$ cat config.mk
export PLATFORM = sky130hd
export DESIGN_NAME = drive_disable_control
export DESIGN_NICKNAME = d
export VERILOG_FILES = /design/src/common/drive_disable_pkg.sv /design/src/design/drive_disable_control.sv
export SDC_FILE = /design/constraint.sdc
export NUM_CORES = 1
export LEC_CHECK = 0
export ABC_CLOCK_PERIOD_IN_PS = 4200
export BUFFER_PORTS_ARGS = -buffer_cell sky130_fd_sc_hd__clkbuf_2
export CAP_MARGIN = 20
export CORE_ASPECT_RATIO = 0.6
export CORE_MARGIN = 3
export CORE_UTILIZATION = 56
export CTS_BUF_LIST = sky130_fd_sc_hd__clkbuf_8 sky130_fd_sc_hd__clkbuf_16
export CTS_CLUSTER_DIAMETER = 40
export DETAILED_ROUTE_END_ITERATION = 8
export MAX_ROUTING_LAYER = met4
export PLACE_DENSITY = 0.91
export SLEW_MARGIN = 20
export SYNTH_ARGS = -nofsm -noshare
export SYNTH_HDL_FRONTEND = slang
export SYNTH_SLANG_ARGS = --single-unit
$ cat constraint.sdc
create_clock -name pclk -period 4.2 [get_ports pclk]
set_input_delay 0.21 -clock pclk [delete_from_list [all_inputs] [get_ports pclk]]
set_output_delay 0.21 -clock pclk [all_outputs]
set_load 0.01 [all_outputs]
$ cat src/common/drive_disable_pkg.sv
// Constants, types and register map of the drive disable controller.
package drive_disable_pkg;
  localparam int ADDR_W = 8;
  localparam logic [7:0] OFS_CTRL = 8'h00;
  localparam logic [7:0] OFS_DIR = 8'h04;
  localparam logic [7:0] OFS_MODE = 8'h08;
  localparam logic [7:0] OFS_TMO = 8'h0C;
  localparam logic [7:0] OFS_CAUSE = 8'h10;
  localparam logic [7:0] OFS_CAP = 8'h14;
  localparam logic [7:0] OFS_STAT = 8'h18;
  localparam logic [7:0] OFS_MSTAT = 8'h1C;
  localparam int CTRL_EN_BIT = 0;
  localparam int CTRL_DIS_BIT = 1;
  localparam int CTRL_CLR_BIT = 2;
  localparam int ST_ACTIVE_BIT = 0;
  localparam int ST_EMERG_BIT = 1;
  localparam int ST_BRAKE_BIT = 2;
  localparam int ST_DB_BIT = 3;
  localparam int ST_CS_BIT = 4;
  localparam int MS_HOMED_BIT = 0;
  localparam logic [1:0] MODE_RESET = 2'h0;
  localparam logic [1:0] MODE_IMMED = 2'h0;
  localparam logic [1:0] MODE_DB = 2'h1;
  localparam logic [1:0] MODE_CS_DIS = 2'h2;
  localparam logic [1:0] MODE_CS_DB = 2'h3;
  localparam int TMO_W = 17;
  localparam logic [16:0] TMO_MAX_MS = 17'h1D4C0;
  localparam logic [16:0] TMO_RESET_MS = 17'h003E8;
  localparam logic [7:0] CAP_RESET = 8'h3F;
  localparam int CLK_PERIOD_NS = 8;
  localparam int TMO_UNIT_NS = 1000000;
  localparam int CYC_PER_MS_DEF = TMO_UNIT_NS / CLK_PERIOD_NS;
  typedef enum logic [3:0] {
    S_OFF = 4'h1,
    S_ON = 4'h2,
    S_STOP = 4'h4,
    S_DBRAKE = 4'h8
  } drv_state_t;
  typedef struct packed {
    logic supply_dis_req;
    logic fieldbus_dis_req;
    logic input_stop_req;
    logic init_busy;
    logic inrush_open;
    logic hw_enable_low;
    logic fault_present;
  } cause_in_t;
endpackage

$ cat src/design/drive_disable_control.sv
// Disable reaction, direction and emergency timeout logic of one axis.
`timescale 1ns/1ps
`default_nettype none
module drive_disable_control
  import drive_disable_pkg::*;
#(
  parameter int CUR_W = 16,
  parameter int POS_W = 32,
  parameter int VEL_W = 24,
  parameter bit ANALOG_VARIANT = 1'b0,
  parameter logic [7:0] CAPABILITY = CAP_RESET,
  parameter int CYC_PER_MS = CYC_PER_MS_DEF
) (
  // Clock and reset.
  input wire logic pclk,
  input wire logic presetn,
  // APB slave.
  input wire logic psel,
  input wire logic penable,
  input wire logic pwrite,
  input wire logic [ADDR_W-1:0] paddr,
  input wire logic [31:0] pwdata,
  output logic [31:0] prdata,
  output logic pready,
  output logic pslverr,
  // Disable requests and feedback from the drive.
  input wire cause_in_t cause_in,
  input wire logic brake_configured,
  input wire logic home_done,
  input wire logic signed [VEL_W-1:0] velocity_feedback,
  input wire logic [VEL_W-1:0] stop_velocity_threshold,
  input wire logic signed [CUR_W-1:0] current_cmd_in,
  input wire logic signed [POS_W-1:0] position_fb_in,
  // Power stage, brake and loop controls.
  output logic drive_enable,
  output logic pwm_active,
  output logic dyn_brake_on,
  output logic cs_ramp_req,
  output logic brake_close,
  output logic signed [CUR_W-1:0] current_cmd_out,
  output logic signed [POS_W-1:0] position_fb_out
);

  drv_state_t state_q, state_d;
  logic sw_en_q, sw_en_d;
  logic dir_q, dir_d;
  logic [1:0] mode_q, mode_d;
  logic [TMO_W-1:0] tmo_q, tmo_d;
  logic homed_q, homed_d;
  logic emerg_q, emerg_d;
  logic tmo_run_q, tmo_run_d;
  logic [16:0] pre_q, pre_d;
  logic [TMO_W-1:0] ms_q, ms_d;
  logic brake_q, brake_d;
  logic [31:0] rdata_q, rdata_d;
  logic signed [CUR_W-1:0] cur_q, cur_d;
  logic signed [POS_W-1:0] pos_q, pos_d;

  logic wr, rd_setup, aligned, mapped, is_off, standstill, expired;
  logic refused;
  logic [7:0] cause_raw, cause_word;
  logic [VEL_W-1:0] vel_mag;
  drv_state_t target;

  assign wr = psel & penable & pwrite;
  assign rd_setup = psel & ~penable & ~pwrite;
  assign aligned = (paddr[1:0] == 2'h0);
  assign mapped = aligned & (paddr <= OFS_MSTAT);
  assign is_off = state_q[0] | state_q[3];

  // Causes are sampled raw and filtered by what this product supports.
  assign cause_raw = {cause_in.supply_dis_req, cause_in.fieldbus_dis_req,
                      cause_in.input_stop_req, cause_in.init_busy,
                      cause_in.inrush_open, cause_in.hw_enable_low,
                      cause_in.fault_present | emerg_q, ~sw_en_q};
  assign cause_word = cause_raw & CAPABILITY;

  assign vel_mag = velocity_feedback[VEL_W-1] ?
                   VEL_W'(-velocity_feedback) : VEL_W'(velocity_feedback);
  assign standstill = (vel_mag < stop_velocity_threshold);
  assign expired = tmo_run_q & (ms_q == tmo_q);
  assign target = mode_q[0] ? S_DBRAKE : S_OFF;

  // Writes that the current state, the timeout range or a read-only word forbids are refused with an error.
  always_comb begin
    refused = 1'b0;
    if (wr && (paddr == OFS_DIR || paddr == OFS_MODE) && !is_off) begin
      refused = 1'b1;
    end
    if (wr && paddr == OFS_TMO && pwdata[31:0] > 32'(TMO_MAX_MS)) begin
      refused = 1'b1;
    end
    if (wr && (paddr == OFS_CAUSE || paddr == OFS_CAP)) begin
      refused = 1'b1;
    end
  end

  assign pready = 1'b1;
  assign pslverr = psel & penable & (~mapped | refused);
  assign prdata = rdata_q;

  always_comb begin
    state_d = state_q;
    sw_en_d = sw_en_q;
    dir_d = dir_q;
    mode_d = mode_q;
    tmo_d = tmo_q;
    homed_d = homed_q;
    emerg_d = emerg_q;
    tmo_run_d = tmo_run_q;
    pre_d = pre_q;
    ms_d = ms_q;
    rdata_d = rdata_q;

    // Register writes.
    if (wr && mapped && !refused) begin
      case (paddr)
        OFS_CTRL: begin
          if (pwdata[CTRL_EN_BIT]) begin
            sw_en_d = 1'b1;
          end
          if (pwdata[CTRL_DIS_BIT]) begin
            sw_en_d = 1'b0;
          end
          if (pwdata[CTRL_CLR_BIT]) begin
            emerg_d = 1'b0;
          end
        end
        OFS_DIR: dir_d = pwdata[0];
        OFS_MODE: mode_d = pwdata[1:0];
        OFS_TMO: tmo_d = pwdata[TMO_W-1:0];
        default: ;
      endcase
    end

    // Homed is set by the motion side and lost on a direction change.
    if (home_done) begin
      homed_d = 1'b1;
    end
    if (dir_d != dir_q) begin
      homed_d = 1'b0;
    end

    // Millisecond timebase of the emergency timeout.
    if (tmo_run_q) begin
      if (pre_q == 17'(CYC_PER_MS - 1)) begin
        pre_d = 17'h00000;
        ms_d = ms_q + 17'h00001;
      end else begin
        pre_d = pre_q + 17'h00001;
      end
    end

    case (state_q)
      S_ON: begin
        if (cause_word != 8'h00) begin
          case (mode_q)
            MODE_IMMED: state_d = S_OFF;
            MODE_DB: state_d = S_DBRAKE;
            default: state_d = S_STOP;
          endcase
          tmo_run_d = (tmo_q != 17'h00000);
          pre_d = 17'h00000;
          ms_d = 17'h00000;
        end
      end
      S_STOP: begin
        if (expired) begin
          emerg_d = 1'b1;
          state_d = target;
          tmo_run_d = 1'b0;
        end else if (standstill) begin
          state_d = target;
          tmo_run_d = 1'b0;
        end
      end
      S_OFF, S_DBRAKE: begin
        tmo_run_d = 1'b0;
        if (cause_word == 8'h00) begin
          state_d = S_ON;
        end
      end
      default: state_d = S_OFF;
    endcase

    // Read data is captured in the setup phase.
    if (rd_setup) begin
      rdata_d = 32'h00000000;
      case (paddr)
        OFS_DIR: rdata_d[0] = dir_q;
        OFS_MODE: rdata_d[1:0] = mode_q;
        OFS_TMO: rdata_d[TMO_W-1:0] = tmo_q;
        OFS_CAUSE: rdata_d[7:0] = cause_word;
        OFS_CAP: rdata_d[7:0] = CAPABILITY;
        OFS_STAT: begin
          rdata_d[ST_ACTIVE_BIT] = drive_enable;
          rdata_d[ST_EMERG_BIT] = emerg_q;
          rdata_d[ST_BRAKE_BIT] = brake_q;
          rdata_d[ST_DB_BIT] = state_q[3];
          rdata_d[ST_CS_BIT] = state_q[2];
        end
        OFS_MSTAT: rdata_d[MS_HOMED_BIT] = homed_q;
        default: ;
      endcase
    end
  end

  // Brake stays closed from low speed until the drive is enabled again.
  always_comb begin
    brake_d = brake_configured & ~state_q[1] & (brake_q | standstill);
    cur_d = dir_q ? CUR_W'(-current_cmd_in) : current_cmd_in;
    pos_d = dir_q ? POS_W'(-position_fb_in) : position_fb_in;
  end

  always_ff @(posedge pclk or negedge presetn) begin
    if (!presetn) begin
      state_q <= S_OFF;
      sw_en_q <= ANALOG_VARIANT;
      dir_q <= 1'b0;
      mode_q <= MODE_RESET;
      tmo_q <= TMO_RESET_MS;
      homed_q <= 1'b0;
      emerg_q <= 1'b0;
      tmo_run_q <= 1'b0;
      pre_q <= 17'h00000;
      ms_q <= 17'h00000;
      brake_q <= 1'b0;
      rdata_q <= 32'h00000000;
      cur_q <= '0;
      pos_q <= '0;
    end else begin
      state_q <= state_d;
      sw_en_q <= sw_en_d;
      dir_q <= dir_d;
      mode_q <= mode_d;
      tmo_q <= tmo_d;
      homed_q <= homed_d;
      emerg_q <= emerg_d;
      tmo_run_q <= tmo_run_d;
      pre_q <= pre_d;
      ms_q <= ms_d;
      brake_q <= brake_d;
      rdata_q <= rdata_d;
      cur_q <= cur_d;
      pos_q <= pos_d;
    end
  end

  assign drive_enable = state_q[1] & (cause_word == 8'h00);
  assign pwm_active = state_q[1] | state_q[2] | state_q[3];
  assign dyn_brake_on = state_q[3];
  assign cs_ramp_req = state_q[2];
  assign brake_close = brake_q;
  assign current_cmd_out = cur_q;
  assign position_fb_out = pos_q;

  a_dir_refused: assert property (@(posedge pclk) disable iff (!presetn)
    wr && paddr == OFS_DIR && !is_off |=> $stable(dir_q))
    else $error("direction changed while enabled");
  a_homed_lost: assert property (@(posedge pclk) disable iff (!presetn)
    $changed(dir_q) |-> !homed_q)
    else $error("homed kept after direction change");
  a_mode_refused: assert property (@(posedge pclk) disable iff (!presetn)
    wr && paddr == OFS_MODE && !is_off |=> $stable(mode_q))
    else $error("reaction selector changed while enabled");
  a_sw_disable: assert property (@(posedge pclk) disable iff (!presetn)
    wr && paddr == OFS_CTRL && pwdata[CTRL_DIS_BIT]
    |=> !sw_en_q ##1 !drive_enable)
    else $error("software disable not taken");
  a_immediate_off: assert property (@(posedge pclk) disable iff (!presetn)
    state_q == S_ON && cause_word != 8'h00 && mode_q == MODE_IMMED
    |=> state_q == S_OFF && !pwm_active)
    else $error("immediate disable missed");
  a_dbrake_hold: assert property (@(posedge pclk) disable iff (!presetn)
    state_q == S_DBRAKE && cause_word != 8'h00
    |=> dyn_brake_on && pwm_active && !drive_enable)
    else $error("dynamic brake not held");
  a_stop_end: assert property (@(posedge pclk) disable iff (!presetn)
    state_q == S_STOP && standstill && mode_q == MODE_CS_DIS
    |=> state_q == S_OFF)
    else $error("controlled stop did not disable");
  a_timeout_fault: assert property (@(posedge pclk) disable iff (!presetn)
    state_q == S_STOP && expired |=> emerg_q && state_q != S_STOP)
    else $error("emergency timeout not handled");
  a_enable_clean: assert property (@(posedge pclk) disable iff (!presetn)
    drive_enable |-> cause_word == 8'h00 && !cs_ramp_req)
    else $error("power stage enabled with a cause");
  a_cur_invert: assert property (@(posedge pclk) disable iff (!presetn)
    dir_q && $stable(dir_q)
    |=> current_cmd_out == CUR_W'(-$past(current_cmd_in)))
    else $error("current command not inverted");
  a_pos_invert: assert property (@(posedge pclk) disable iff (!presetn)
    dir_q && $stable(dir_q)
    |=> position_fb_out == POS_W'(-$past(position_fb_in)))
    else $error("position feedback not inverted");

  // Register writes that are allowed must land, and nothing else may move.
  a_dir_taken: assert property (@(posedge pclk) disable iff (!presetn)
    wr && paddr == OFS_DIR && is_off |=> dir_q == $past(pwdata[0]))
    else $error("direction write lost while disabled");
  a_dir_idle: assert property (@(posedge pclk) disable iff (!presetn)
    !wr |=> $stable(dir_q))
    else $error("direction changed without a write");
  a_mode_taken: assert property (@(posedge pclk) disable iff (!presetn)
    wr && paddr == OFS_MODE && is_off |=> mode_q == $past(pwdata[1:0]))
    else $error("reaction selector write lost");
  a_mode_idle: assert property (@(posedge pclk) disable iff (!presetn)
    !wr |=> $stable(mode_q))
    else $error("reaction selector changed without a write");
  a_tmo_refused: assert property (@(posedge pclk) disable iff (!presetn)
    wr && paddr == OFS_TMO && pwdata > 32'(TMO_MAX_MS)
    |=> $stable(tmo_q))
    else $error("timeout above range accepted");
  a_sw_enable: assert property (@(posedge pclk) disable iff (!presetn)
    wr && paddr == OFS_CTRL && pwdata[CTRL_EN_BIT] && !pwdata[CTRL_DIS_BIT]
    |=> sw_en_q)
    else $error("software enable not taken");
  a_ro_refused: assert property (@(posedge pclk) disable iff (!presetn)
    wr && (paddr == OFS_CAUSE || paddr == OFS_CAP) |-> pslverr)
    else $error("write to read-only word not refused");

  // Reaction selector values 0 and 1 must lead to their own states, values 2 and 3 both to S_STOP.
  a_leave_on: assert property (@(posedge pclk) disable iff (!presetn)
    state_q == S_ON && cause_word != 8'h00 |=> state_q != S_ON)
    else $error("disable cause ignored");
  a_db_entry: assert property (@(posedge pclk) disable iff (!presetn)
    state_q == S_ON && cause_word != 8'h00 && mode_q == MODE_DB
    |=> state_q == S_DBRAKE && pwm_active)
    else $error("dynamic brake not entered");
  a_cs_entry: assert property (@(posedge pclk) disable iff (!presetn)
    state_q == S_ON && cause_word != 8'h00 && mode_q[1]
    |=> cs_ramp_req && pwm_active)
    else $error("controlled stop not entered");
  a_cs_db_end: assert property (@(posedge pclk) disable iff (!presetn)
    state_q == S_STOP && standstill && !expired && mode_q == MODE_CS_DB
    |=> state_q == S_DBRAKE)
    else $error("controlled stop did not brake");
  a_stop_pwm: assert property (@(posedge pclk) disable iff (!presetn)
    cs_ramp_req |-> pwm_active && !drive_enable && !dyn_brake_on)
    else $error("stop ramp outputs inconsistent");
  a_off_quiet: assert property (@(posedge pclk) disable iff (!presetn)
    state_q == S_OFF |-> !pwm_active && !drive_enable)
    else $error("power stage active while off");
  a_reenable: assert property (@(posedge pclk) disable iff (!presetn)
    is_off && cause_word == 8'h00 |=> state_q == S_ON)
    else $error("drive not enabled with no cause");

  // Holding brake and emergency timeout supervision.
  a_brake_close: assert property (@(posedge pclk) disable iff (!presetn)
    brake_configured && state_q != S_ON && standstill |=> brake_close)
    else $error("holding brake not closed at low speed");
  a_brake_none: assert property (@(posedge pclk) disable iff (!presetn)
    !brake_configured |=> !brake_close)
    else $error("brake closed without a brake fitted");
  a_tmo_start: assert property (@(posedge pclk) disable iff (!presetn)
    state_q == S_ON && cause_word != 8'h00 && tmo_q != 17'h00000
    |=> tmo_run_q && ms_q == 17'h00000)
    else $error("emergency timeout not started");
  a_tmo_off: assert property (@(posedge pclk) disable iff (!presetn)
    state_q == S_ON && cause_word != 8'h00 && tmo_q == 17'h00000
    |=> !tmo_run_q)
    else $error("timeout ran although set to zero");
  a_emerg_sticky: assert property (@(posedge pclk) disable iff (!presetn)
    emerg_q && !(wr && paddr == OFS_CTRL && pwdata[CTRL_CLR_BIT])
    |=> emerg_q)
    else $error("emergency fault lost without a clear");

  c_stop_to_brake: cover property (@(posedge pclk) disable iff (!presetn)
    state_q == S_STOP ##1 state_q == S_DBRAKE);
  c_timeout: cover property (@(posedge pclk) disable iff (!presetn)
    $rose(emerg_q));
  c_reenable: cover property (@(posedge pclk) disable iff (!presetn)
    state_q == S_OFF ##1 state_q == S_ON);
  c_db_entry: cover property (@(posedge pclk) disable iff (!presetn)
    state_q == S_ON ##1 state_q == S_DBRAKE);

endmodule
`default_nettype wire

==> results.json <==
{
  "arrival_ns": 4.00,
  "final-max-slew-violation-count": 0,
  "drt-initial-drc-count": 685,
  "path_type_of_the_worst_setup_path": "input port to register",
  "buffer_ports.inserted": 218,
  "ys_dominant_reg_cell": "sky130_fd_sc_hd__dfrtp_1",
  "crit_path_start_kind": "input port",
  "worst_path_most_repeated_cell": "sky130_fd_sc_hd__or3_4",
  "finalWorstPathRequiredPeriod_ns": 3.687,
  "maximum_vdd_drop_mv": 0.3468,
  "cts.sink_count": 128,
  "cts_buffer_depth": 2,
  "route.layer.met1.wl_um": 8620,
  "tightest_slew_ns": 0.8196,
  "detailroute.wirelength.met2_um": 10750,
  "grtUsageTotal": 0.3098,
  "async_flop_share": 1.000,
  "place.gp.congestion": 0.9559,
  "wl_um": 22200,
  "logic_depth_of_the_worst_path_buffers_included": 14,
  "detailroute.via_count": 7209,
  "hold_path.class": "input port to register",
  "final_hold_viol_count": 0,
  "timing.final.crit_share": 0.8779,
  "critical_path.max_stage_delay_ns": 0.53,
  "io_pins": 237,
  "root_buffer": "sky130_fd_sc_hd__clkbuf_16",
  "die_area_um2": 14930,
  "final_cell_mix": "sky130_fd_sc_hd__clkbuf_2 (217), sky130_fd_sc_hd__dfrtp_1 (121), sky130_fd_sc_hd__nand2_1 (91), sky130_fd_sc_hd__xnor2_1 (86), sky130_fd_sc_hd__nor2_1 (59)",
  "fmax_ghz": 0.2712,
  "grt_pass1_vias": 7046,
  "via_per_inst": 5.924,
  "floorplan.initialDensity": 0.5790,
  "skew_ns": 0.01220,
  "yosysSeqAreaShare": 0.4263,
  "result_of_the_run": "finished, final reports clean",
  "layout_commonest_cell": "sky130_fd_sc_hd__clkbuf_2",
  "detail_route.wl_per_cell_um": 18.24,
  "number_of_warnings_reported_in_the_yosys_synthesis_log": 0,
  "synth_seq_cells": 128,
  "cap_violations": 0,
  "instance_count_of_the_mapped_netlist": 802,
  "detail_route.first_pass.iterations": 6,
  "placementRows": 32,
  "hold_slack_ns": 0.01695,
  "r2r.worst_path.cells": 6,
  "slowest_stage": "sky130_fd_sc_hd__or4_1",
  "htree_levels": 4,
  "die-width_um": 155.8,
  "timing.hold.worst_path_depth": 2,
  "relSlewSlack": 0.4486,
  "leakage_nw": 4.634,
  "maxUsedRoutingLayer": "met4",
  "critical_path_peak_fanout": 5,
  "syn2layout_area_growth_pct": 26.50,
  "power_per_cell_area_nw_per_um2": 347.2,
  "route.detailed.drc": 0,
  "grt_setup_unrepaired": "no",
  "grt_antenna_before_repair": 0,
  "synth_enable_flop_cells": 0,
  "chipHeight_um": 95.85,
  "grt_pass1_wl_um": 35270,
  "cts_inserted_buffers": 17,
  "syn-mean-instance-area_um2": 9.395,
  "worstPathBufferInverterCount": 1,
  "n_antenna_cell": 0,
  "setup-violations-final": 0,
  "netlist-cell-type-count": 58,
  "timing.critical_path.required_ns": 4.51,
  "grt_max_degree": 129,
  "total_global_routing_overflow": 0,
  "share_of_cells_above_drive_strength_1": 0.2770,
  "tritoncts": "done",
  "fin_tns_setup_ns": 0,
  "dp_hpwl_um": 15560,
  "clock_insertion_delay_worst_skew_ns": 0.43,
  "worstSetupEndpointType": "register",
  "final_net_count": 1212,
  "route.antenna.remaining_nets": 0,
  "clkTransAtPathRegs_ns": 0.07,
  "post_cts_resized": 0,
  "syn_area_um2": 7535,
  "design.core.area_um2": 13010,
  "crit_path_cell_trace": "clkbuf_2 -> or4_1 -> or2_1 -> or3_4 -> or3_4 -> o31ai_2 -> xnor2_1 -> ha_1 -> nand4_1 -> nor4_1 -> o2111ai_1 -> a21oi_1 -> o211ai_1 -> a41o_1",
  "worst_path_dominant_cell_family": "simple AND/OR/NAND/NOR gates",
  "met3RoutedLength_um": 2350
}
synthesized netlist by cell type (all sizes together) (17+ instances only):
cell / number / area, µm²
xor2: 20 / 175.2
o31ai: 19 / 161.4
nand3: 32 / 160.2
mux2: 19 / 214.0
nor4: 17 / 106.4
a21oi: 28 / 140.1
xnor2: 86 / 753.2
nand2: 91 / 341.6
nand4: 22 / 137.6
inv: 39 / 146.4
o21ai: 42 / 210.2
buf: 19 / 138.9
nor2: 60 / 225.2
clkbuf: 20 / 75.07
ha: 28 / 350.3
dfrtp: 121 / 3028
registers in the layout (all words and copies together), names as in the netlist:
signal,flops
position_fb_out,32
tmo_q,17
homed_q,1
state_q,4
current_cmd_out,16
tmo_run_q,1
ms_q,17
mode_q,2
dir_q,1
sw_en_q,1
pre_q,17
prdata,17
emerg_q,1
brake_close,1
kinds of logic after synthesis:
logic type | share of synthesized area
AO/OA/AOI/OAI | 0.1250
buffers and inverters | 0.04783
XOR/XNOR | 0.1232
multiplexers | 0.03371
flip-flops | 0.4263
AND/OR/NAND/NOR | 0.1964
other | 0.0009967
adder cells (fa/ha/maj) | 0.04650
path summary, 6_finish.rpt:
check                                     startpoint  slack (ns)            endpoint
min in group asynchronous                    presetn        0.41            pre_q[6]
max in group asynchronous                    presetn        3.19            pre_q[1]
worst min-delay path               current_cmd_in[2]        0.02  current_cmd_out[2]
worst min register to register             prdata[9]        0.48           prdata[9]
worst max register to register             pre_q[10]        1.63            ms_q[15]
worst max-delay path            velocity_feedback[5]        0.51          state_q[3]
layout make-up:
cell class	instances	area (µm²)
clock inverters	15	221.5
multi-input cells	610	4018
well taps	170	212.7
clock buffers	17	425.4
inverters	39	146.4
repair buffers	238	1296
flip-flops and latches	128	3212
fillers	851	3481
through the flow:
step,power [mW],worst slack [ns],std cells,util,instance area [µm²]
after global placement,1.668,0.1264,1169,0.6703,8722
final,3.309,0.5130,1217,0.7325,9532
after CTS,3.305,0.4900,1217,0.7323,9529
after detailed placement,1.681,0.08348,1169,0.6703,8722
after global routing,3.421,0.2161,1217,0.7325,9532
after floorplan,1.492,0.6316,816,-,7587
routing by layer:
layer	vias to the layer above	global-route usage
met1	3435	0.3853
met4	0	0.1073
met2	436	0.4960
met5	-	-
li1	3283	-
met3	55	0.08535
worst register-to-register path, cell delays in order, from the launching register on:
cell	delay [ns]
sky130_fd_sc_hd__dfrtp_1	0.41
sky130_fd_sc_hd__or4_1	0.51
sky130_fd_sc_hd__nor3_1	0.33
sky130_fd_sc_hd__nand4_1	0.40
sky130_fd_sc_hd__nor2_1	0.42
sky130_fd_sc_hd__a31oi_1	0.16
sky130_fd_sc_hd__a41o_1	0.23
timing repair:
item / in CTS / in global routing
endpoints found under the hold margin: 136 / 0
buffers inserted: 0 / 0
hold buffers: 16 / 0
power by group:
group	internal, mW	switching, mW
clock network	1.01	0.612
logic	0.173	0.232
registers	1.27	0.0129
total	2.45	0.857
No activity file was read; power rests on OpenSTA's default activity.
